[src/hw/switch_cfg_pkg.sv]
// constants for the switch configuration register bank
// assumes one 8-bit register address space reached by the serial slave port
package switch_cfg_pkg;

  // ****************************************************
  // serial slave address
  // ****************************************************
  localparam logic [3:0] SLAVE_ADDR_UPPER = 4'h9; // fixed upper address bits

  // ****************************************************
  // register offsets
  // ****************************************************
  localparam logic [7:0] OFS_HIGH_SPEED_MODE = 8'h00;
  localparam logic [7:0] OFS_AUXILIARY_MODE = 8'h01;
  localparam logic [7:0] OFS_RECEIVER_SETTINGS = 8'h10;
  localparam logic [7:0] OFS_INPUT_TERMINATION_AB = 8'h11;
  localparam logic [7:0] OFS_INPUT_TERMINATION_CD = 8'h12;
  localparam logic [7:0] OFS_RECEIVE_EQUALIZER_AB = 8'h13;
  localparam logic [7:0] OFS_RECEIVE_EQUALIZER_CD = 8'h14;
  localparam logic [7:0] OFS_TRANSMITTER_SETTINGS = 8'h20;

  // ****************************************************
  // reset values
  // ****************************************************
  localparam logic [7:0] RST_HIGH_SPEED_MODE = 8'h40;
  localparam logic [7:0] RST_AUXILIARY_MODE = 8'h40;
  localparam logic [7:0] RST_RECEIVER_SETTINGS = 8'h01;
  localparam logic [7:0] RST_INPUT_TERMINATION = 8'h00;
  localparam logic [7:0] RST_RECEIVE_EQUALIZER = 8'h00;
  localparam logic [7:0] RST_TRANSMITTER_SETTINGS = 8'h03;

  // ****************************************************
  // field positions and writable masks
  // ****************************************************
  localparam int SWITCH_ENABLE_BIT = 6;     // both mode registers
  localparam int SOURCE_SELECT_LSB = 0;     // two bits, both mode registers
  localparam int INPUT_TERM_GLOBAL_BIT = 0;
  localparam int OUTPUT_PREEMPHASIS_LSB = 2; // two bits
  localparam int OUTPUT_TERM_ENABLE_BIT = 1;
  localparam int OUTPUT_CURRENT_LEVEL_BIT = 0;
  localparam logic [7:0] MASK_MODE = 8'h43;
  localparam logic [7:0] MASK_RECEIVER = 8'h01;
  localparam logic [7:0] MASK_TRANSMITTER = 8'h0F;

  // ****************************************************
  // serial slave states
  // ****************************************************
  typedef enum logic [3:0] {
    ST_IDLE = 4'h0,
    ST_ADDR = 4'h1,
    ST_ACK_ADDR = 4'h2,
    ST_REG = 4'h3,
    ST_ACK_REG = 4'h4,
    ST_WDATA = 4'h5,
    ST_ACK_WDATA = 4'h6,
    ST_RDATA = 4'h7,
    ST_ACK_RDATA = 4'h8
  } slave_state_t;

endpackage

[src/hw/switch_config_register_bank.sv]
// configuration register bank of a four-input video link switch,
// written and read over a two-wire serial slave port
// assumes the serial lines and straps are synchronous to CLK_SYS and that
// the serial clock is far slower than CLK_SYS (20 MHz)
`timescale 1ns/1ns
`default_nettype none

module switch_config_register_bank
  import switch_cfg_pkg::*;
(
  // clock and reset
  input wire logic CLK_SYS,
  input wire logic RST,
  // serial slave port, open drain data line
  input wire logic SCL_IN,
  input wire logic SDA_IN,
  output logic SDA_OUT,
  output logic SDA_OE,
  // address straps
  input wire logic SLAVE_ADDR_STRAP2,
  input wire logic SLAVE_ADDR_STRAP1,
  input wire logic SLAVE_ADDR_STRAP0,
  // parallel control permission
  output logic PARALLEL_CTRL_ENABLE,
  // high speed and auxiliary switch settings
  output logic FAST_SWITCH_ENABLE,
  output logic [1:0] FAST_SOURCE_SELECT,
  output logic SIDE_SWITCH_ENABLE,
  output logic [1:0] SIDE_SOURCE_SELECT,
  // per-channel input termination, index is channel number within source
  output logic [3:0] INPUT_TERM_A,
  output logic [3:0] INPUT_TERM_B,
  output logic [3:0] INPUT_TERM_C,
  output logic [3:0] INPUT_TERM_D,
  // per-channel equalizer level, one is high
  output logic [3:0] INPUT_EQ_LEVEL_A,
  output logic [3:0] INPUT_EQ_LEVEL_B,
  output logic [3:0] INPUT_EQ_LEVEL_C,
  output logic [3:0] INPUT_EQ_LEVEL_D,
  // transmitter settings
  output logic [1:0] OUTPUT_PREEMPHASIS,
  output logic OUTPUT_TERM_ENABLE,
  output logic OUTPUT_CURRENT_LEVEL
);

  // ****************************************************
  // register storage and line sampling
  // ****************************************************
  logic [7:0] high_speed_mode_reg;
  logic [7:0] auxiliary_mode_reg;
  logic [7:0] receiver_settings_reg;
  logic [7:0] input_termination_ab_reg;
  logic [7:0] input_termination_cd_reg;
  logic [7:0] receive_equalizer_ab_reg;
  logic [7:0] receive_equalizer_cd_reg;
  logic [7:0] transmitter_settings_reg;
  logic scl_prev_reg;
  logic sda_prev_reg;
  logic [2:0] strap_reg;
  slave_state_t state_reg;
  logic [3:0] bit_cnt_reg;
  logic [7:0] shift_reg;
  logic [7:0] tx_reg;
  logic [7:0] pointer_reg;
  logic master_nack_reg;
  logic wr_strobe;
  logic [7:0] read_data;
  logic scl_rise;
  logic scl_fall;
  logic start_seen;
  logic stop_seen;
  logic addr_match;

  // edge and bus condition detection on the previous sample
  assign scl_rise = SCL_IN && !scl_prev_reg;
  assign scl_fall = !SCL_IN && scl_prev_reg;
  assign start_seen = SCL_IN && scl_prev_reg && sda_prev_reg && !SDA_IN;
  assign stop_seen = SCL_IN && scl_prev_reg && !sda_prev_reg && SDA_IN;
  assign addr_match = shift_reg[7:1] == {SLAVE_ADDR_UPPER, strap_reg};
  assign wr_strobe = (state_reg == ST_WDATA) && scl_fall &&
                     (bit_cnt_reg == 4'h8);

  // previous line levels; lines idle high so reset to one
  always_ff @(posedge CLK_SYS) begin
    if (RST) begin
      scl_prev_reg <= 1'b1;
      sda_prev_reg <= 1'b1;
    end else begin
      scl_prev_reg <= SCL_IN;
      sda_prev_reg <= SDA_IN;
    end
  end

  // straps are resampled every cycle so a late-settling tie is still seen
  always_ff @(posedge CLK_SYS) begin
    strap_reg <= {SLAVE_ADDR_STRAP2, SLAVE_ADDR_STRAP1,
                  SLAVE_ADDR_STRAP0};
  end

  // ****************************************************
  // register read mux
  // ****************************************************
  always_comb begin
    unique case (pointer_reg)
      OFS_HIGH_SPEED_MODE: read_data = high_speed_mode_reg;
      OFS_AUXILIARY_MODE: read_data = auxiliary_mode_reg;
      OFS_RECEIVER_SETTINGS: read_data = receiver_settings_reg;
      OFS_INPUT_TERMINATION_AB: read_data = input_termination_ab_reg;
      OFS_INPUT_TERMINATION_CD: read_data = input_termination_cd_reg;
      OFS_RECEIVE_EQUALIZER_AB: read_data = receive_equalizer_ab_reg;
      OFS_RECEIVE_EQUALIZER_CD: read_data = receive_equalizer_cd_reg;
      OFS_TRANSMITTER_SETTINGS: read_data = transmitter_settings_reg;
      default: read_data = 8'h00; // unmapped reads as zero
    endcase
  end

  // ****************************************************
  // serial slave sequencer
  // ****************************************************
  // start and stop win over bit traffic in any state
  always_ff @(posedge CLK_SYS) begin
    if (RST) begin
      state_reg <= ST_IDLE;
      bit_cnt_reg <= 4'h0;
      shift_reg <= 8'h00;
      tx_reg <= 8'h00;
      master_nack_reg <= 1'b0;
      SDA_OE <= 1'b0;
    end else if (start_seen) begin
      state_reg <= ST_ADDR;
      bit_cnt_reg <= 4'h0;
      SDA_OE <= 1'b0;
    end else if (stop_seen) begin
      state_reg <= ST_IDLE;
      SDA_OE <= 1'b0;
    end else if (scl_rise) begin
      // data is taken while the clock is high
      if (state_reg == ST_ACK_RDATA) begin
        master_nack_reg <= SDA_IN;
      end else if (state_reg inside {ST_ADDR, ST_REG, ST_WDATA,
                                     ST_RDATA}) begin
        // acknowledge bits stay out of the shifter, so the direction
        // bit is still at bit 0 when the acknowledge clock falls
        shift_reg <= {shift_reg[6:0], SDA_IN};
        bit_cnt_reg <= bit_cnt_reg + 4'h1;
      end
    end else if (scl_fall) begin
      // the slave only changes the data line while the clock is low
      unique case (state_reg)
        ST_IDLE: begin
          SDA_OE <= 1'b0;
        end
        ST_ADDR: begin
          if (bit_cnt_reg == 4'h8) begin
            state_reg <= addr_match ? ST_ACK_ADDR : ST_IDLE;
            SDA_OE <= addr_match;
          end
        end
        ST_ACK_ADDR: begin
          bit_cnt_reg <= 4'h0;
          if (shift_reg[0]) begin
            state_reg <= ST_RDATA;
            tx_reg <= read_data;
            SDA_OE <= !read_data[7];
          end else begin
            state_reg <= ST_REG;
            SDA_OE <= 1'b0;
          end
        end
        ST_REG: begin
          if (bit_cnt_reg == 4'h8) begin
            state_reg <= ST_ACK_REG;
            SDA_OE <= 1'b1;
          end
        end
        ST_ACK_REG, ST_ACK_WDATA: begin
          state_reg <= ST_WDATA;
          bit_cnt_reg <= 4'h0;
          SDA_OE <= 1'b0;
        end
        ST_WDATA: begin
          if (bit_cnt_reg == 4'h8) begin
            state_reg <= ST_ACK_WDATA;
            SDA_OE <= 1'b1;
          end
        end
        ST_RDATA: begin
          if (bit_cnt_reg == 4'h8) begin
            state_reg <= ST_ACK_RDATA;
            SDA_OE <= 1'b0;
          end else begin
            tx_reg <= {tx_reg[6:0], 1'b0};
            SDA_OE <= !tx_reg[6];
          end
        end
        ST_ACK_RDATA: begin
          // repeated reads keep returning the same register
          bit_cnt_reg <= 4'h0;
          if (master_nack_reg) begin
            state_reg <= ST_IDLE;
            SDA_OE <= 1'b0;
          end else begin
            state_reg <= ST_RDATA;
            tx_reg <= read_data;
            SDA_OE <= !read_data[7];
          end
        end
        default: begin
          state_reg <= ST_IDLE;
          SDA_OE <= 1'b0;
        end
      endcase
    end
  end

  // pointer captured after the register address byte
  always_ff @(posedge CLK_SYS) begin
    if (RST) begin
      pointer_reg <= 8'h00;
    end else if (state_reg == ST_REG && scl_fall && bit_cnt_reg == 4'h8) begin
      pointer_reg <= shift_reg;
    end
  end

  // open drain: the driven level is always low
  always_ff @(posedge CLK_SYS) begin
    SDA_OUT <= 1'b0;
  end

  // parallel control dies on the first transfer addressed to this slave
  always_ff @(posedge CLK_SYS) begin
    if (RST) begin
      PARALLEL_CTRL_ENABLE <= 1'b1;
    end else if (state_reg == ST_ADDR && scl_fall && bit_cnt_reg == 4'h8 &&
                 addr_match) begin
      PARALLEL_CTRL_ENABLE <= 1'b0;
    end
  end

  // ****************************************************
  // register writes
  // ****************************************************
  // reserved bits are masked at write time so they always read zero
  always_ff @(posedge CLK_SYS) begin
    if (RST) begin
      high_speed_mode_reg <= RST_HIGH_SPEED_MODE;
      auxiliary_mode_reg <= RST_AUXILIARY_MODE;
      receiver_settings_reg <= RST_RECEIVER_SETTINGS;
      input_termination_ab_reg <= RST_INPUT_TERMINATION;
      input_termination_cd_reg <= RST_INPUT_TERMINATION;
      receive_equalizer_ab_reg <= RST_RECEIVE_EQUALIZER;
      receive_equalizer_cd_reg <= RST_RECEIVE_EQUALIZER;
      transmitter_settings_reg <= RST_TRANSMITTER_SETTINGS;
    end else if (wr_strobe) begin
      unique case (pointer_reg)
        OFS_HIGH_SPEED_MODE: high_speed_mode_reg <= shift_reg & MASK_MODE;
        OFS_AUXILIARY_MODE: auxiliary_mode_reg <= shift_reg & MASK_MODE;
        OFS_RECEIVER_SETTINGS:
          receiver_settings_reg <= shift_reg & MASK_RECEIVER;
        OFS_INPUT_TERMINATION_AB: input_termination_ab_reg <= shift_reg;
        OFS_INPUT_TERMINATION_CD: input_termination_cd_reg <= shift_reg;
        OFS_RECEIVE_EQUALIZER_AB: receive_equalizer_ab_reg <= shift_reg;
        OFS_RECEIVE_EQUALIZER_CD: receive_equalizer_cd_reg <= shift_reg;
        OFS_TRANSMITTER_SETTINGS:
          transmitter_settings_reg <= shift_reg & MASK_TRANSMITTER;
        default: ; // writes to unmapped addresses are dropped
      endcase
    end
  end

  // ****************************************************
  // control outputs
  // ****************************************************
  // registered copies keep every output straight from a flip-flop
  always_ff @(posedge CLK_SYS) begin
    if (RST) begin
      FAST_SWITCH_ENABLE <= RST_HIGH_SPEED_MODE[SWITCH_ENABLE_BIT];
      FAST_SOURCE_SELECT <= RST_HIGH_SPEED_MODE[SOURCE_SELECT_LSB +: 2];
      SIDE_SWITCH_ENABLE <= RST_AUXILIARY_MODE[SWITCH_ENABLE_BIT];
      SIDE_SOURCE_SELECT <= RST_AUXILIARY_MODE[SOURCE_SELECT_LSB +: 2];
      OUTPUT_PREEMPHASIS <=
        RST_TRANSMITTER_SETTINGS[OUTPUT_PREEMPHASIS_LSB +: 2];
      OUTPUT_TERM_ENABLE <= RST_TRANSMITTER_SETTINGS[OUTPUT_TERM_ENABLE_BIT];
      OUTPUT_CURRENT_LEVEL <=
        RST_TRANSMITTER_SETTINGS[OUTPUT_CURRENT_LEVEL_BIT];
    end else begin
      FAST_SWITCH_ENABLE <= high_speed_mode_reg[SWITCH_ENABLE_BIT];
      FAST_SOURCE_SELECT <=
        high_speed_mode_reg[SOURCE_SELECT_LSB +: 2];
      SIDE_SWITCH_ENABLE <= auxiliary_mode_reg[SWITCH_ENABLE_BIT];
      SIDE_SOURCE_SELECT <=
        auxiliary_mode_reg[SOURCE_SELECT_LSB +: 2];
      OUTPUT_PREEMPHASIS <=
        transmitter_settings_reg[OUTPUT_PREEMPHASIS_LSB +: 2];
      OUTPUT_TERM_ENABLE <=
        transmitter_settings_reg[OUTPUT_TERM_ENABLE_BIT];
      OUTPUT_CURRENT_LEVEL <=
        transmitter_settings_reg[OUTPUT_CURRENT_LEVEL_BIT];
    end
  end

  // per-channel fan-out; C and D run in reverse bit order
  for (genvar ch = 0; ch < 4; ch++) begin : g_chan
    always_ff @(posedge CLK_SYS) begin
      if (RST) begin
        INPUT_TERM_A[ch] <= 1'b0;
        INPUT_TERM_B[ch] <= 1'b0;
        INPUT_TERM_C[ch] <= 1'b0;
        INPUT_TERM_D[ch] <= 1'b0;
        INPUT_EQ_LEVEL_A[ch] <= 1'b0;
        INPUT_EQ_LEVEL_B[ch] <= 1'b0;
        INPUT_EQ_LEVEL_C[ch] <= 1'b0;
        INPUT_EQ_LEVEL_D[ch] <= 1'b0;
      end else begin
        // global select low opens every switch
        INPUT_TERM_A[ch] <= receiver_settings_reg[INPUT_TERM_GLOBAL_BIT] &&
                            input_termination_ab_reg[4 + ch];
        INPUT_TERM_B[ch] <= receiver_settings_reg[INPUT_TERM_GLOBAL_BIT] &&
                            input_termination_ab_reg[ch];
        INPUT_TERM_C[ch] <= receiver_settings_reg[INPUT_TERM_GLOBAL_BIT] &&
                            input_termination_cd_reg[3 - ch];
        INPUT_TERM_D[ch] <= receiver_settings_reg[INPUT_TERM_GLOBAL_BIT] &&
                            input_termination_cd_reg[7 - ch];
        INPUT_EQ_LEVEL_A[ch] <= receive_equalizer_ab_reg[4 + ch];
        INPUT_EQ_LEVEL_B[ch] <= receive_equalizer_ab_reg[ch];
        INPUT_EQ_LEVEL_C[ch] <= receive_equalizer_cd_reg[3 - ch];
        INPUT_EQ_LEVEL_D[ch] <= receive_equalizer_cd_reg[7 - ch];
      end
    end
  end

endmodule

`default_nettype wire

[config.mk]
export PLATFORM = sky130hd
export DESIGN_NAME = switch_config_register_bank
export DESIGN_NICKNAME = d
export VERILOG_FILES = /design/src/hw/switch_cfg_pkg.sv /design/src/hw/switch_config_register_bank.sv
export SDC_FILE = /design/constraint.sdc
export NUM_CORES = 1
export LEC_CHECK = 0
export BUFFER_PORTS_ARGS = -buffer_cell sky130_fd_sc_hd__buf_2
export CAP_MARGIN = 5
export CORE_MARGIN = 4
export CORE_UTILIZATION = 48
export DETAILED_ROUTE_END_ITERATION = 6
export PLACE_DENSITY = 0.67
export SLEW_MARGIN = 20
export SYNTH_ARGS = -nofsm -noshare
export SYNTH_HDL_FRONTEND = slang
export SYNTH_SLANG_ARGS = --single-unit
[constraint.sdc]
create_clock -name CLK_SYS -period 3.5 [get_ports CLK_SYS]
set_input_delay 0.7 -clock CLK_SYS [delete_from_list [all_inputs] [get_ports CLK_SYS]]
set_output_delay 0.7 -clock CLK_SYS [all_outputs]
set_load 0.02 [all_outputs]
After elaboration in Yosys (flattened, before gate mapping)
Index checks and enable logic that the tools add are counted.
Storage, ports and cells
  register bits: 124
  latch bits: 0
  bits in writable memories: 0
  memory bits (read-only): 0
  input port bits: 7
  output and inout bits: 45
  memories: 0
Operators by class
  $add $sub $neg: 1
  $mul: 0
  divide/modulo/power cells: 0
  magnitude comparators: 0
  equality and inequality tests: 33
  shifts and indexed selects: 0
  mux-type cells: 28
  bitwise operators: 5
  reductions and logical operators: 63
Operators with widths (count)
  8-bit case mux with 8 select lines: 1
  8-bit by 5-bit equality test with 1-bit output (second input constant): 5
  4-bit two-way mux: 9
  4-bit case mux with 8 select lines: 1
  1-bit logical AND: 30
  7-bit two-way mux: 3
  7-bit case mux with 3 select lines: 1
  4-bit by 3-bit equality test with 1-bit output (second input constant): 4
  4-bit by 3-bit inequality test with 1-bit output (second input constant): 4
  2-bit AND reduction: 8
  7-bit AND reduction: 2
  2-bit by 1-bit inequality test with 1-bit output (second input constant): 6
  5-bit AND reduction: 2
  1-bit two-way mux: 9
  4-bit by 2-bit equality test with 1-bit output (second input constant): 2
  4-bit equality test (second input constant): 2
  8-bit by 1-bit equality test with 1-bit output (second input constant): 1
  8-bit by 6-bit equality test with 1-bit output (second input constant): 1
  8-bit logical NOT: 1
  2-bit inequality test (second input constant): 4
  4-bit AND reduction: 2
  8-bit AND reduction: 1
  7-bit equality test: 1
  1-bit logical NOT: 6
  other kinds (15): 24

Longest topological paths before layout
Gate-level depths: netlist (run 1).
  depth in word-level cells: 8
  gate-level depth with buffers: 9

Least setup slack after synthesis (run 1)
Ideal clock, no wire load.
  path kind: input -> register
  from: input port SCL_IN
  to: register high_speed_mode_reg[6]
  library setup time: 130 ps
  arrival: 2004 ps
  data required time: 3370 ps
  setup slack: 1367 ps
  stages on the path: 7
  path buffers: 2
  cell sequence: nor2b_1 > clkbuf_1 > nand4_1 > or3_1 > clkbuf_1 > mux2i_1 > nand2_1
On the way
  longest elaborated chain between the ends: 5
RTL lines
  start: declaration: line switch_config_register_bank.sv:15  | input wire logic SCL_IN,
  1-bit logical NOT: line switch_config_register_bank.sv:76  | assign scl_fall = !SCL_IN && scl_prev_reg;
  1-bit logical AND: line switch_config_register_bank.sv:76
  1-bit logical AND (2 in series): line switch_config_register_bank.sv:80  | assign wr_strobe = (state_reg == ST_WDATA) && scl_fall &&
  2-bit AND reduction (no line)
  end signal: assignment: line switch_config_register_bank.sv:256  | OFS_HIGH_SPEED_MODE: high_speed_mode_reg <= shift_reg & MASK_MODE;
  end: declaration: line switch_config_register_bank.sv:49  | logic [7:0] high_speed_mode_reg;
Every way passes these cells.
A chain may end at the register's enable or synchronous reset.

Worst setup path in the final report (run 1)
  from: register pointer_reg[4]
  to: register input_termination_cd_reg[5]
On the way
  longest elaborated chain between the ends: 2
RTL lines
  start: declaration: line switch_config_register_bank.sv:64  | logic [7:0] pointer_reg;
  start signal: assignment: line switch_config_register_bank.sv:221  | pointer_reg <= shift_reg;
  8-bit by 5-bit equality test with 1-bit output: line switch_config_register_bank.sv:255  | unique case (pointer_reg)
  2-bit AND reduction (no line)
  end signal: assignment: line switch_config_register_bank.sv:261  | OFS_INPUT_TERMINATION_CD: input_termination_cd_reg <= shift_reg;
  end: declaration: line switch_config_register_bank.sv:53  | logic [7:0] input_termination_cd_reg;
Every way passes these cells.

==> results of run 1 <==
per-stage QoR:
| stage | power (uW) | worst slack (ns) |
|---|---|---|
| 2_1_floorplan | 1540 | 1.37 |
| 3_3_place_gp | 1570 | 1.03 |
| 3_5_place_dp | 1570 | 0.962 |
| 4_1_cts | 3170 | 0.982 |
| 5_1_grt | 3250 | 0.867 |
| 6_report | 3150 | 0.972 |
placed cells by master, fill, tap and decap left out, types with 3 or more instances in the layout:
master,synthesis,routed
a211oi_1,3,3
a21oi_1,24,24
a221oi_1,3,3
a22oi_1,8,8
a31oi_1,5,5
and2_1,18,18
buf_2,11,50
buf_4,3,8
clkbuf_16,0,16
clkinv_2,0,3
clkinv_4,0,4
clkinvlp_4,0,3
dfxtp_1,124,124
inv_1,10,10
mux2i_1,50,50
nand2_1,50,50
nand3_1,18,18
nand3b_1,4,4
nor2_1,56,56
nor2b_1,30,29
nor3_1,6,6
nor4_1,4,4
o211ai_1,3,3
o21ai_0,28,28
o21bai_1,3,3
o22ai_1,6,6
or2_2,6,6
or3_1,4,4
xor2_1,4,4
worst reg2reg max path, cell delays in order, from the launching register on:
cell and delay [ns]:
dfxtp_1 0.55, or4b_4 0.55, or2_4 0.30, nor4b_4 0.62
mux2i_1 0.30, nor2_1 0.06
metal layers:
layer  track usage, %  vias up  wire length, um
li1                 -     1982                -
met1             27.5     1933             5740
met2             31.7      117             5630
met3             3.93       20              604
met4             6.33        0              175
met5                0        -                0
cells by family after synthesis:
logic type | after synthesis
simple gates | 224
flops | 124
compound gates | 96
buf+inv | 52
mux | 51
xor+xnor | 6
fa+ha+maj | 2
other cells | 1
final cells by class:
class | count | area, sq um
Timing Repair Buffer | 58 | 310
Tap cell | 136 | 170
Clock inverter | 13 | 120
Sequential cell | 124 | 2480
Inverter | 10 | 37.5
Multi-Input combinational cell | 380 | 2400
Fill cell | 924 | 4370
Clock buffer | 18 | 428
path summary, 6_finish.rpt:
path	startpoint	end	slack [ns]
worst max-delay path	pointer_reg[4]$_SDFFE_PP0P_	input_termination_cd_reg[5]$_SDFFE_PP0P_	0.97
worst min register to register	PARALLEL_CTRL_ENABLE$_SDFFE_PP1P_	PARALLEL_CTRL_ENABLE$_SDFFE_PP1P_	0.44
worst max register to register	pointer_reg[4]$_SDFFE_PP0P_	input_termination_cd_reg[5]$_SDFFE_PP0P_	0.97
worst min-delay path	SLAVE_ADDR_STRAP2	strap_reg[2]$_DFF_P_	0.28
power by group through the flow:
stage	Sequential [uW]	Clock [uW]	Combinational, uW
final	1440	1610	95.5
after global routing	1440	1700	109
after CTS	1440	1630	95.5
after detailed placement	1470	0	94.9
after global placement	1470	0	93.8
after floorplan	1460	0	84.7
==> summary by stage, run 1 <==
Detailed routing
The count of nets left with antenna violations once routing finished came out at 0. The routed via count divided by cell count is 5.48. The iteration count of the initial detailed-routing pass is 5.

The final layout contains routed wiring with a total length of 12,200 um. The number of DRC violations after detailed routing is 0. The via count of the routed design is 4,052.

After the first detailed-routing iteration, the DRC count stood at 295. The average wire length per cell after detail routing is 16.4 um.

Global routing
The global-route congestion overflow total is 0. Global routing used 20.0% of the available tracks across all layers. Entering global routing, the biggest net connects 73 pins. The number of global-route vias before repair is 4,001. The initial antenna violation count came to 0. The first global-routing pass estimated 20,100 um of wire.

Logic synthesis
The mux contribution to synthesized area is 10.0%. The most used standard cell by instance count after synthesis is dfxtp_1. Summed over its instances, the top area cell type makes up 48.7% of the synthesized netlist area. Counting flops with an async set or reset pin after synthesis yields a share of 0%.

In the post-synthesis netlist, the biggest area contributors are dfxtp_1 49%, mux2i_1 9.8%, nor2_1 4.1%, nand2_1 3.7%, nor2b_1 3.7%. Counting distinct cell types in the post-synthesis netlist gives 62. In this run, synthesis produced a sequential element count of 124. Summing the areas of all xor and xnor instances in the mapped netlist gives 1.03% of the synthesized area.

The share of the synthesized area in compound gates (AO/OA/AOI/OAI) is 11.6%. In this run the cell area of the synthesized design comes to 0.00510 sq mm. Summing the areas of all fa, ha and maj instances in the mapped netlist gives 0.490% of the synthesized area.

Sequential elements use 48.7% of the synthesized area. The number of nets in the synthesized netlist is 565. Counting every instance in the synthesized netlist gives 556. The largest total area in the synthesized netlist belongs to dfxtp_1.

The simple-gate portion of the synthesized area is 23.6%. For this run, the number of Yosys warnings is 0. A synthesized cell averages 9.18 sq um. Yosys mapped a number of flops with a built-in enable equal to 0. The main combinational cell family by area after synthesis is simple AND/OR/NAND/NOR gates. The most instantiated flip-flop cell in the synthesis netlist is dfxtp_1. The commonest cells after synthesis are 124 x dfxtp_1, 56 x nor2_1, 50 x mux2i_1, 50 x nand2_1, 30 x nor2b_1.

Timing
The max-slew violation total from the final report is 0. The accumulated negative setup slack is 0 ns. The setup-violating endpoint count in the final report is 0. For the pin with the worst max-slew slack, the measured transition is 1.01 ns.

Timing would allow up to 396 MHz. The final setup skew is 0.00895 ns. Headroom to the max-slew limit came out at 31.5%. Dividing the final minimum period by the clock period gives 72.2%. The total count of hold-check failures in the final report is 0. The smallest clock period supported by the final layout is computed as 2.53 ns.

Setup repair after global routing left no endpoint under its margin. The final-layout worst hold slack is 0.281 ns.

Worst setup path
The critical path endpoint category is a flip-flop. Counting buffers and inverters, the worst setup path is 5 cells deep. In this design, the largest share of critical-path delay is due to simple AND/OR/NAND/NOR gates. Measured in cells, the most critical reg-to-reg path has a length of 5.

The critical path required time is 3.87 ns. The largest single stage delay on the critical path is 0.62 ns. The critical path buffer and inverter count is 0. The highest fanout seen on the critical path is 11. For this design, the slowest cell found on the critical path is nor4b_4. The critical path in this run is classified as flip-flop to flip-flop. The startpoint class of the critical path is a flip-flop. Traced cell by cell, the critical path runs through or4b_4 -> or2_4 -> nor4b_4 -> mux2i_1 -> nor2_1. Data on the critical path arrives at its endpoint at 2.90 ns.

Place
The number of cells after detailed placement is 708. Routability-driven placement finished with a final weighted congestion of 0.885. The post-place instance area is 0.00540 sq mm.

The detailed-placement wirelength estimate is 8050 um. In this run the tool buffered the top-level ports with 50 buffer cells.

Worst hold path
Along the worst hold path, the cell count comes to 1. The class of the tightest hold or removal check is input pin to flip-flop.

Power and ir drop
The sequential power share is 45.8%. The clock network burns 51.2% of the power. Across the VDD grid, the largest voltage drop is 0.000292 V. The net switching share of the total power is 23.3%. The power density normalized to cell area is 529 mW/mm^2.

The logic gate share of total power is 3.0%. In this run the static leakage power is 0.00233 uW. The total internal power is 2420 uW. For this design the total switching power over the nets is 735 uW.

Finish
0 antenna diodes ended up in the layout. The final cell area excluding filler cells is 0.00595 sq mm. After the last flow step, the layout net total stands at 600. Relative to the synthesized area, the layout overhead comes to 16.6%. The finished layout holds 739 standard cells, fillers aside. The post-route netlist has 18.1% of its cells at a drive strength greater than 1.

Cells fill 57.6% of the core in the end.

Clock tree
In this run the number of H-tree levels came out at 4. At the later pin of the worst-skew pair, clock insertion delay measures 0.52 ns. The number of sinks handled by clock tree synthesis is 124. The buffer cell driving the clock tree root is clkbuf_8. The CTS tree is built. The quantity of gates resized following cts is 0.

In this run the post-CTS setup repair buffer count came out at 0. The number of buffers created by CTS is 17. The hold buffer count at cts is 0.

The clock passes through at most 2 buffers. After clock tree synthesis, the clock-pin slew on the worst setup and hold paths is 0.06 ns.

Floorplanning
After floorplanning, the core was divided into 37 placement rows. The core region is 0.0103 sq mm. In this run the count of I/O pins placed on the die edge is 52.

The total die area is 0.0123 sq mm. For this configuration, the core starts out at a cell density of 49.4%. The die is 111 um wide.

The height of the die is 111 um.

Run
The number of maximum-capacitance constraint violations is 0.

Status
The flow ran to the end, and the final reports show no timing, DRC or antenna violations.
Note: power is estimated with default switching activity, not from simulation.
==> inputs of run 2 (changes only) <==
--- a/config.mk
+++ b/config.mk
@@ -10,7 +10,7 @@
 export CORE_MARGIN = 4
 export CORE_UTILIZATION = 48
 export DETAILED_ROUTE_END_ITERATION = 6
-export PLACE_DENSITY = 0.67
+export PLACE_DENSITY = 0.7
 export SLEW_MARGIN = 20
 export SYNTH_ARGS = -nofsm -noshare
 export SYNTH_HDL_FRONTEND = slang
==> constraint.sdc (replaced) <==
create_clock -name CLK_SYS -period 2.18 [get_ports CLK_SYS]
set_input_delay 0.436 -clock CLK_SYS [delete_from_list [all_inputs] [get_ports CLK_SYS]]
set_output_delay 0.436 -clock CLK_SYS [all_outputs]
set_load 0.02 [all_outputs]
==> summary by stage, run 2 (same netlist as run 1, synthesis figures left out) <==
Clock tree
The number of sinks handled by clock tree synthesis is 124 (unchanged). The worst-case clock buffer depth is 2 (unchanged). The clock transition time at the flip-flop clock pins of the worst setup and hold paths is 0.06 ns (about the same). The quantity of gates resized following cts is 0 (unchanged). The hold buffer count at cts is 0 (unchanged). The H-tree depth is 4 (unchanged). The buffer cell driving the clock tree root is clkbuf_8.

The post-CTS setup buffer count was 0 (unchanged). The insertion delay to the later sink of the worst-skew pair is 0.51 ns (about the same). TritonCTS built the clock tree. The number of buffers created by CTS came to 17 (unchanged).

Finish
The number of inserted diodes was 0 (unchanged). The final cell area excluding filler cells is 0.00616 sq mm (+3.5%). The most common cell after layout, fill and taps aside is dfxtp_1. Compared with the post-synthesis result, the final layout area differs by 20.7%. The fraction of layout cells with a size suffix above 1 came to 21.6% (+3.5 points).

The final core utilization is 59.7% (+2.0 points). The final net count came to 626 (+4.3%). The library cells used most frequently in the layout, excluding fill and tap cells, are 124 x dfxtp_1, 56 x nor2_1, 50 x mux2i_1, 50 x nand2_1, 50 x buf_2.

Timing
The setup-violating endpoint count in the final report is 0 (unchanged). The ratio of final minimum period to clock period is 96.3% (+24 points). The post-layout worst setup margin was 0.0815 ns (-0.891 ns). Setup repair after global routing left no endpoint under its margin.

The total count of hold-check failures in the final report is 0 (unchanged). The worst slew slack as a fraction of its limit is 39.4% (+8.0 points). The slew at the pin with the worst max-slew slack is 0.907 ns (-0.107 ns). The final-layout worst hold slack is 0.0274 ns (-0.254 ns).

The final setup skew is 0.00838 ns (-0.000573 ns). The final critical path time including I/O delays and setup is 2.10 ns (-0.429 ns). The accumulated negative setup slack came to 0 ns (unchanged).

The max-slew violation total from the final report was 0 (unchanged). The highest clock rate was 477 MHz (+20%).

Global routing
The number of global-route vias before repair came to 3,921 (-2.0%). The initial antenna violation count is 0 (unchanged). The maximum number of pins on one net before global-route repair was 79 (+8.2%). The global-route congestion overflow total came to 0 (unchanged). The global-route total usage across every layer is 20.4% (+0.46 points). The first-pass GRT wire length is 20,300 um (+1.3%).

Run
The number of maximum-capacitance constraint violations came to 0 (unchanged).

Detailed routing
The post-route antenna net violation count came to 0 (unchanged). The overall routed net length came to 12,500 um (+2.6%). The number of DRC violations after detailed routing is 0 (unchanged). The starting DRC count in detailed routing is 231 (-22%). The iteration count of the initial detailed-routing pass is 5 (unchanged). The average wire length per cell after detail routing is 16.3 um (-0.87%).

The via count of the routed design is 4,156 (+2.6%). The routed via count divided by cell count is 5.43 (-0.92%).

Place
The pre-CTS setup slack is 0.0792 ns (-0.883 ns). The number of I/O port buffers was 50 (unchanged). The post-place instance area came to 0.00561 sq mm (+3.8%). The weighted congestion reported at the end of routability-driven placement was 0.919 (+3.8%).

The detailed-placement wirelength estimate is 8500 um (+5.6%).

Worst setup path
The critical path required time was 2.57 ns (-1.30 ns). The startpoint class of the critical path is a flip-flop. The classification of the worst setup path is flip-flop to flip-flop. The highest fanout seen on the critical path is 8 (-3).

The register-to-register setup slack is 0.08 ns (-0.89 ns). STA classifies the critical path endpoint as a flip-flop. The signal arrival time at the worst endpoint was 2.49 ns (-0.41 ns).

Power and ir drop
The worst vdd rail ir drop came to 0.000432 V (+48%). The power density normalized to cell area is 802 mW/mm^2 (+51%). The static leakage power is 0.00247 uW (+6.1%).

Worst hold path
The path class of the tightest hold or removal check is input pin to flip-flop.

Floorplanning
The starting utilization of the core area is 49.4% (unchanged). The count of pins on the block boundary is 52 (unchanged). The height of the die is 111 um (unchanged).

The overall die width was 111 um (unchanged). The floorplan row count is 37 (unchanged). The placeable core area was 0.0103 sq mm (unchanged). The total die area is 0.0123 sq mm (unchanged).

Status
The flow ran to the end, and the final reports show no timing, DRC or antenna violations.
-- run 2: area by class of cell --
cell class,count,area (sq um)
Fill cell,891,4160
Sequential cell,124,2480
Multi-Input combinational cell,380,2430
Timing Repair Buffer,84,522
Clock buffer,18,428
Tap cell,136,170
Clock inverter,13,93.8
Inverter,10,37.5
-- run 2: metal layers --
| layer | share of wire (%) | global-route usage [%] | vias to the layer above |
|---|---|---|---|
| met5 | 0 | 0 | - |
| met4 | 1.4 | 6.97 | 0 |
| met3 | 5.3 | 4.26 | 16 |
| met2 | 47 | 33.1 | 128 |
| met1 | 46 | 27.2 | 1960 |
| li1 | - | - | 2052 |
-- run 2: final timing paths --
check                                                        from                                        to  cells after the start
worst max-delay path                  pointer_reg[7]$_SDFFE_PP0P_  input_termination_cd_reg[4]$_SDFFE_PP0P_                      6
worst min-delay path                            SLAVE_ADDR_STRAP1                      strap_reg[1]$_DFF_P_                      1
worst max register to register        pointer_reg[7]$_SDFFE_PP0P_  input_termination_cd_reg[4]$_SDFFE_PP0P_                      6
worst min register to register  PARALLEL_CTRL_ENABLE$_SDFFE_PP1P_         PARALLEL_CTRL_ENABLE$_SDFFE_PP1P_                      2
-- run 2: worst max-delay path, cell delays in order, from the launching register on --
cell and delay, ns:
dfxtp_1 0.35, or4b_4 0.59, or2_4 0.31, nor4b_4 0.23, buf_6 0.19, mux2i_1 0.23
nor2_1 0.07
-- run 2: metrics by stage --
stage	power (uW)	instances
after floorplan	2480	556
after global placement	2530	734
after detailed placement	2530	734
after CTS	4970	765
after global routing	5120	765
final	4940	765
-- run 2: where the power goes --
| part | leakage (uW) | switching (uW) | internal, uW |
|---|---|---|---|
| sequential | 0.00100 | 18.9 | 2280 |
| clock | 0.000249 | 1030 | 1420 |
| combinational | 0.00122 | 115 | 69.7 |
==> inputs of run 3 (changes only) <==
--- a/config.mk
+++ b/config.mk
@@ -9,8 +9,9 @@
 export CAP_MARGIN = 5
 export CORE_MARGIN = 4
 export CORE_UTILIZATION = 48
+export CTS_CLUSTER_DIAMETER = 150
 export DETAILED_ROUTE_END_ITERATION = 6
-export PLACE_DENSITY = 0.7
+export PLACE_DENSITY = 0.67
 export SLEW_MARGIN = 20
 export SYNTH_ARGS = -nofsm -noshare
 export SYNTH_HDL_FRONTEND = slang
==> constraint.sdc (replaced) <==
create_clock -name CLK_SYS -period 2.58 [get_ports CLK_SYS]
set_input_delay 0.516 -clock CLK_SYS [delete_from_list [all_inputs] [get_ports CLK_SYS]]
set_output_delay 0.516 -clock CLK_SYS [all_outputs]
set_load 0.02 [all_outputs]
==> summary by stage, run 3 (same netlist as run 1, synthesis figures left out) <==
Global routing
The maximum number of pins on one net before global-route repair is 40 (-49%). The number of global-route vias before repair is 4,010 (+2.3%). The initial antenna violation count is 0 (unchanged). The global-route congestion overflow total is 0 (unchanged).

The global-route total usage across every layer came to 20.2% (-0.22 points). The first-pass GRT wire length was 20,300 um (-0.10%).

Finish
The number of inserted diodes is 0 (unchanged). The growth of design area from synthesis to finish is 19.2%. The fraction of layout cells with a size suffix above 1 is 19.8% (-1.8 points). The most common cell after layout, fill and taps aside is dfxtp_1. In the layout the commonest cells are 124 x dfxtp_1, 56 x nor2_1, 50 x mux2i_1, 50 x nand2_1, 50 x buf_2.

The count of non-filler cells in the finished layout is 753 (-1.6%). The final net count was 613 (-2.1%).

Detailed routing
The sum of met3 wire segment lengths after detailed routing is 645 um (-2.6%). The via count of the routed design is 4,140 (-0.38%). Routed signal wires occupy layers up through met4.

The met1 wire length is 5790 um (+1.6%). The starting DRC count in detailed routing came to 256 (+11%). The number of DRC violations after detailed routing is 0 (unchanged). The met2 wire length is 5650 um (-4.5%).

The average wire length per cell after detail routing is 16.3 um (+0.18%). The routed via count divided by cell count is 5.50 (+1.2%). The post-route antenna net violation count is 0 (unchanged). The iteration count of the initial detailed-routing pass was 6 (+1). The overall routed net length is 12,300 um (-1.4%).

Worst setup path
The signal arrival time at the worst endpoint was 2.75 ns (+0.26 ns). The register-to-register setup slack is 0.22 ns (+0.14 ns). The cell with the largest stage delay on the worst path is nand4_1. STA classifies the critical path startpoint as a flip-flop. The classification of the worst setup path is flip-flop to flip-flop.

The highest cell delay on the worst timing path is 0.42 ns (-0.17 ns). The critical path required time is 2.97 ns (+0.40 ns). The critical path goes through inv_1 -> ha_1 -> and3b_1 -> nand4_1 -> nor4b_4 -> buf_4 -> mux2i_1 -> nor2_1. The path depth of the worst reg2reg path was 8 (+2). The critical path endpoint category is a flip-flop.

In this run the critical register-to-register path is launched from bit_cnt_reg[0]$_SDFFE_PP0P_. The highest fanout seen on the critical path is 8 (unchanged). The end of the worst register-to-register path is input_termination_cd_reg[2]$_SDFFE_PP0P_.

Floorplanning
The count of pins on the block boundary is 52 (unchanged). The floorplan row count is 37 (unchanged). The placeable core area came to 0.0103 sq mm (unchanged). The starting utilization of the core area came to 49.4% (unchanged). The overall die width is 111 um (unchanged). The height of the die is 111 um (unchanged).

The total die area is 0.0123 sq mm (unchanged).

Clock tree
The post-CTS setup buffer count is 0 (unchanged). TritonCTS built the clock tree. The quantity of gates resized following cts came to 0 (unchanged).

The clock transition time at the flip-flop clock pins of the worst setup and hold paths is 0.06 ns (about the same). The hold buffer count at cts came to 0 (unchanged). The insertion delay to the later sink of the worst-skew pair is 0.51 ns (about the same). The number of buffers created by CTS is 17 (unchanged).

The number of sinks handled by clock tree synthesis is 124 (unchanged). The worst-case clock buffer depth is 2 (unchanged). The buffer cell driving the clock tree root is clkbuf_8.

The H-tree depth came to 4 (unchanged).

Timing
The setup-violating endpoint count in the final report is 0 (unchanged). The worst slew slack as a fraction of its limit came to 39.5% (+0.10 points). The slew at the pin with the worst max-slew slack came to 0.906 ns (-0.00155 ns). The accumulated negative setup slack is 0 ns (unchanged). The ratio of final minimum period to clock period was 91.4% (-4.8 points). The final critical path time including I/O delays and setup is 2.36 ns (+0.260 ns). Setup repair after global routing left no endpoint under its margin. The highest clock rate came to 424 MHz (-11%). The total count of hold-check failures in the final report is 0 (unchanged). The max-slew violation total from the final report was 0 (unchanged). The final setup skew is 0.00899 ns (+0.000611 ns). The post-layout worst setup margin is 0.221 ns (+0.140 ns).

Worst hold path
The hold path depth was 1 (unchanged). The path class of the tightest hold or removal check is input pin to flip-flop. The worst hold path terminates at strap_reg[0]$_DFF_P_. In this run the most critical hold path is launched from SLAVE_ADDR_STRAP0.

Run
The number of maximum-capacitance constraint violations is 0 (unchanged).

Place
The weighted congestion reported at the end of routability-driven placement is 0.906 (-1.3%). The pre-CTS setup slack came to 0.284 ns (+0.205 ns). The detailed-placement wirelength estimate was 8310 um (-2.3%). The number of I/O port buffers is 50 (unchanged). The number of cells after detailed placement is 721 (-1.8%).

Power and ir drop
The static leakage power is 0.00241 uW (-2.3%). The power density normalized to cell area was 728 mW/mm^2 (-9.3%). The worst vdd rail ir drop is 0.000501 V (+16%). The total power was 4430 uW (-10%).

Status
The flow ran to the end, and the final reports show no timing, DRC or antenna violations.
-- run 3: cell count changes in the layout (fill, tap and decap cells not counted), sizes merged --
cell      delta
buf         -13
clkinv       -4
inv          +4
bufinv       +2
clkinvlp     -1
-- run 3: report_power, final --
part / switching (uW) / leakage [uW] / internal, uW / total (uW)
Clock: 913 / 0.000280 / 1420 / 2330
Combinational: 92.8 / 0.00113 / 53.6 / 146
Sequential: 19.8 / 0.00100 / 1930 / 1950
Total: 1030 / 0.00241 / 3400 / 4430
-- run 3: through the flow --
step | hold WS [ns] | utilization (%) | instance area, sq um
after detailed placement | 0.434 | 53.2 | 5500
after CTS | 0.0915 | 58.9 | 6080
after global routing | 0.0864 | 58.9 | 6080
after global placement | 0.439 | 53.2 | 5500
final | 0.109 | 58.9 | 6080
after floorplan | 0.400 | - | 5100
-- run 3: per-layer routing --
metal,GRT usage (%),vias to the layer above
met5,0,-
met4,7.14,0
met3,4.37,17
met2,32.0,123
met1,27.3,1981
li1,-,2019
-- run 3: worst max path at each step --
stage                                      startpoint                                        to  slack [ns]  cells past startpoint
after floorplan           bit_cnt_reg[0]$_SDFFE_PP0P_       high_speed_mode_reg[6]$_SDFFE_PP1P_        0.59                      9
after global placement                         SCL_IN  receive_equalizer_ab_reg[2]$_SDFFE_PP0P_        0.40                      6
after detailed placement  bit_cnt_reg[0]$_SDFFE_PP0P_  input_termination_cd_reg[2]$_SDFFE_PP0P_        0.28                      8
after CTS                 bit_cnt_reg[0]$_SDFFE_PP0P_  input_termination_cd_reg[2]$_SDFFE_PP0P_        0.26                      8
after global routing      bit_cnt_reg[0]$_SDFFE_PP0P_  input_termination_cd_reg[5]$_SDFFE_PP0P_        0.11                      8
final                     bit_cnt_reg[0]$_SDFFE_PP0P_  input_termination_cd_reg[2]$_SDFFE_PP0P_        0.22                      8
-- run 3: final cells by class --
class                           instances  area (sq um)
Sequential cell                       124          2480
Inverter                               10          37.5
Timing Repair Buffer                   71           408
Fill cell                             896          4240
Clock inverter                         14           158
Clock buffer                           18           428
Tap cell                              136           170
Multi-Input combinational cell        380          2400
-- run 3: worst max-delay path, delay by kind of cell (launching register included) --
| family | cells | cell delay (ns) |
|---|---|---|
| buffers and inverters | 2 | 0.33 |
| AND/OR/NAND/NOR | 4 | 1.16 |
| flip-flops | 1 | 0.32 |
| adder cells (fa/ha/maj) | 1 | 0.17 |
| multiplexers | 1 | 0.25 |
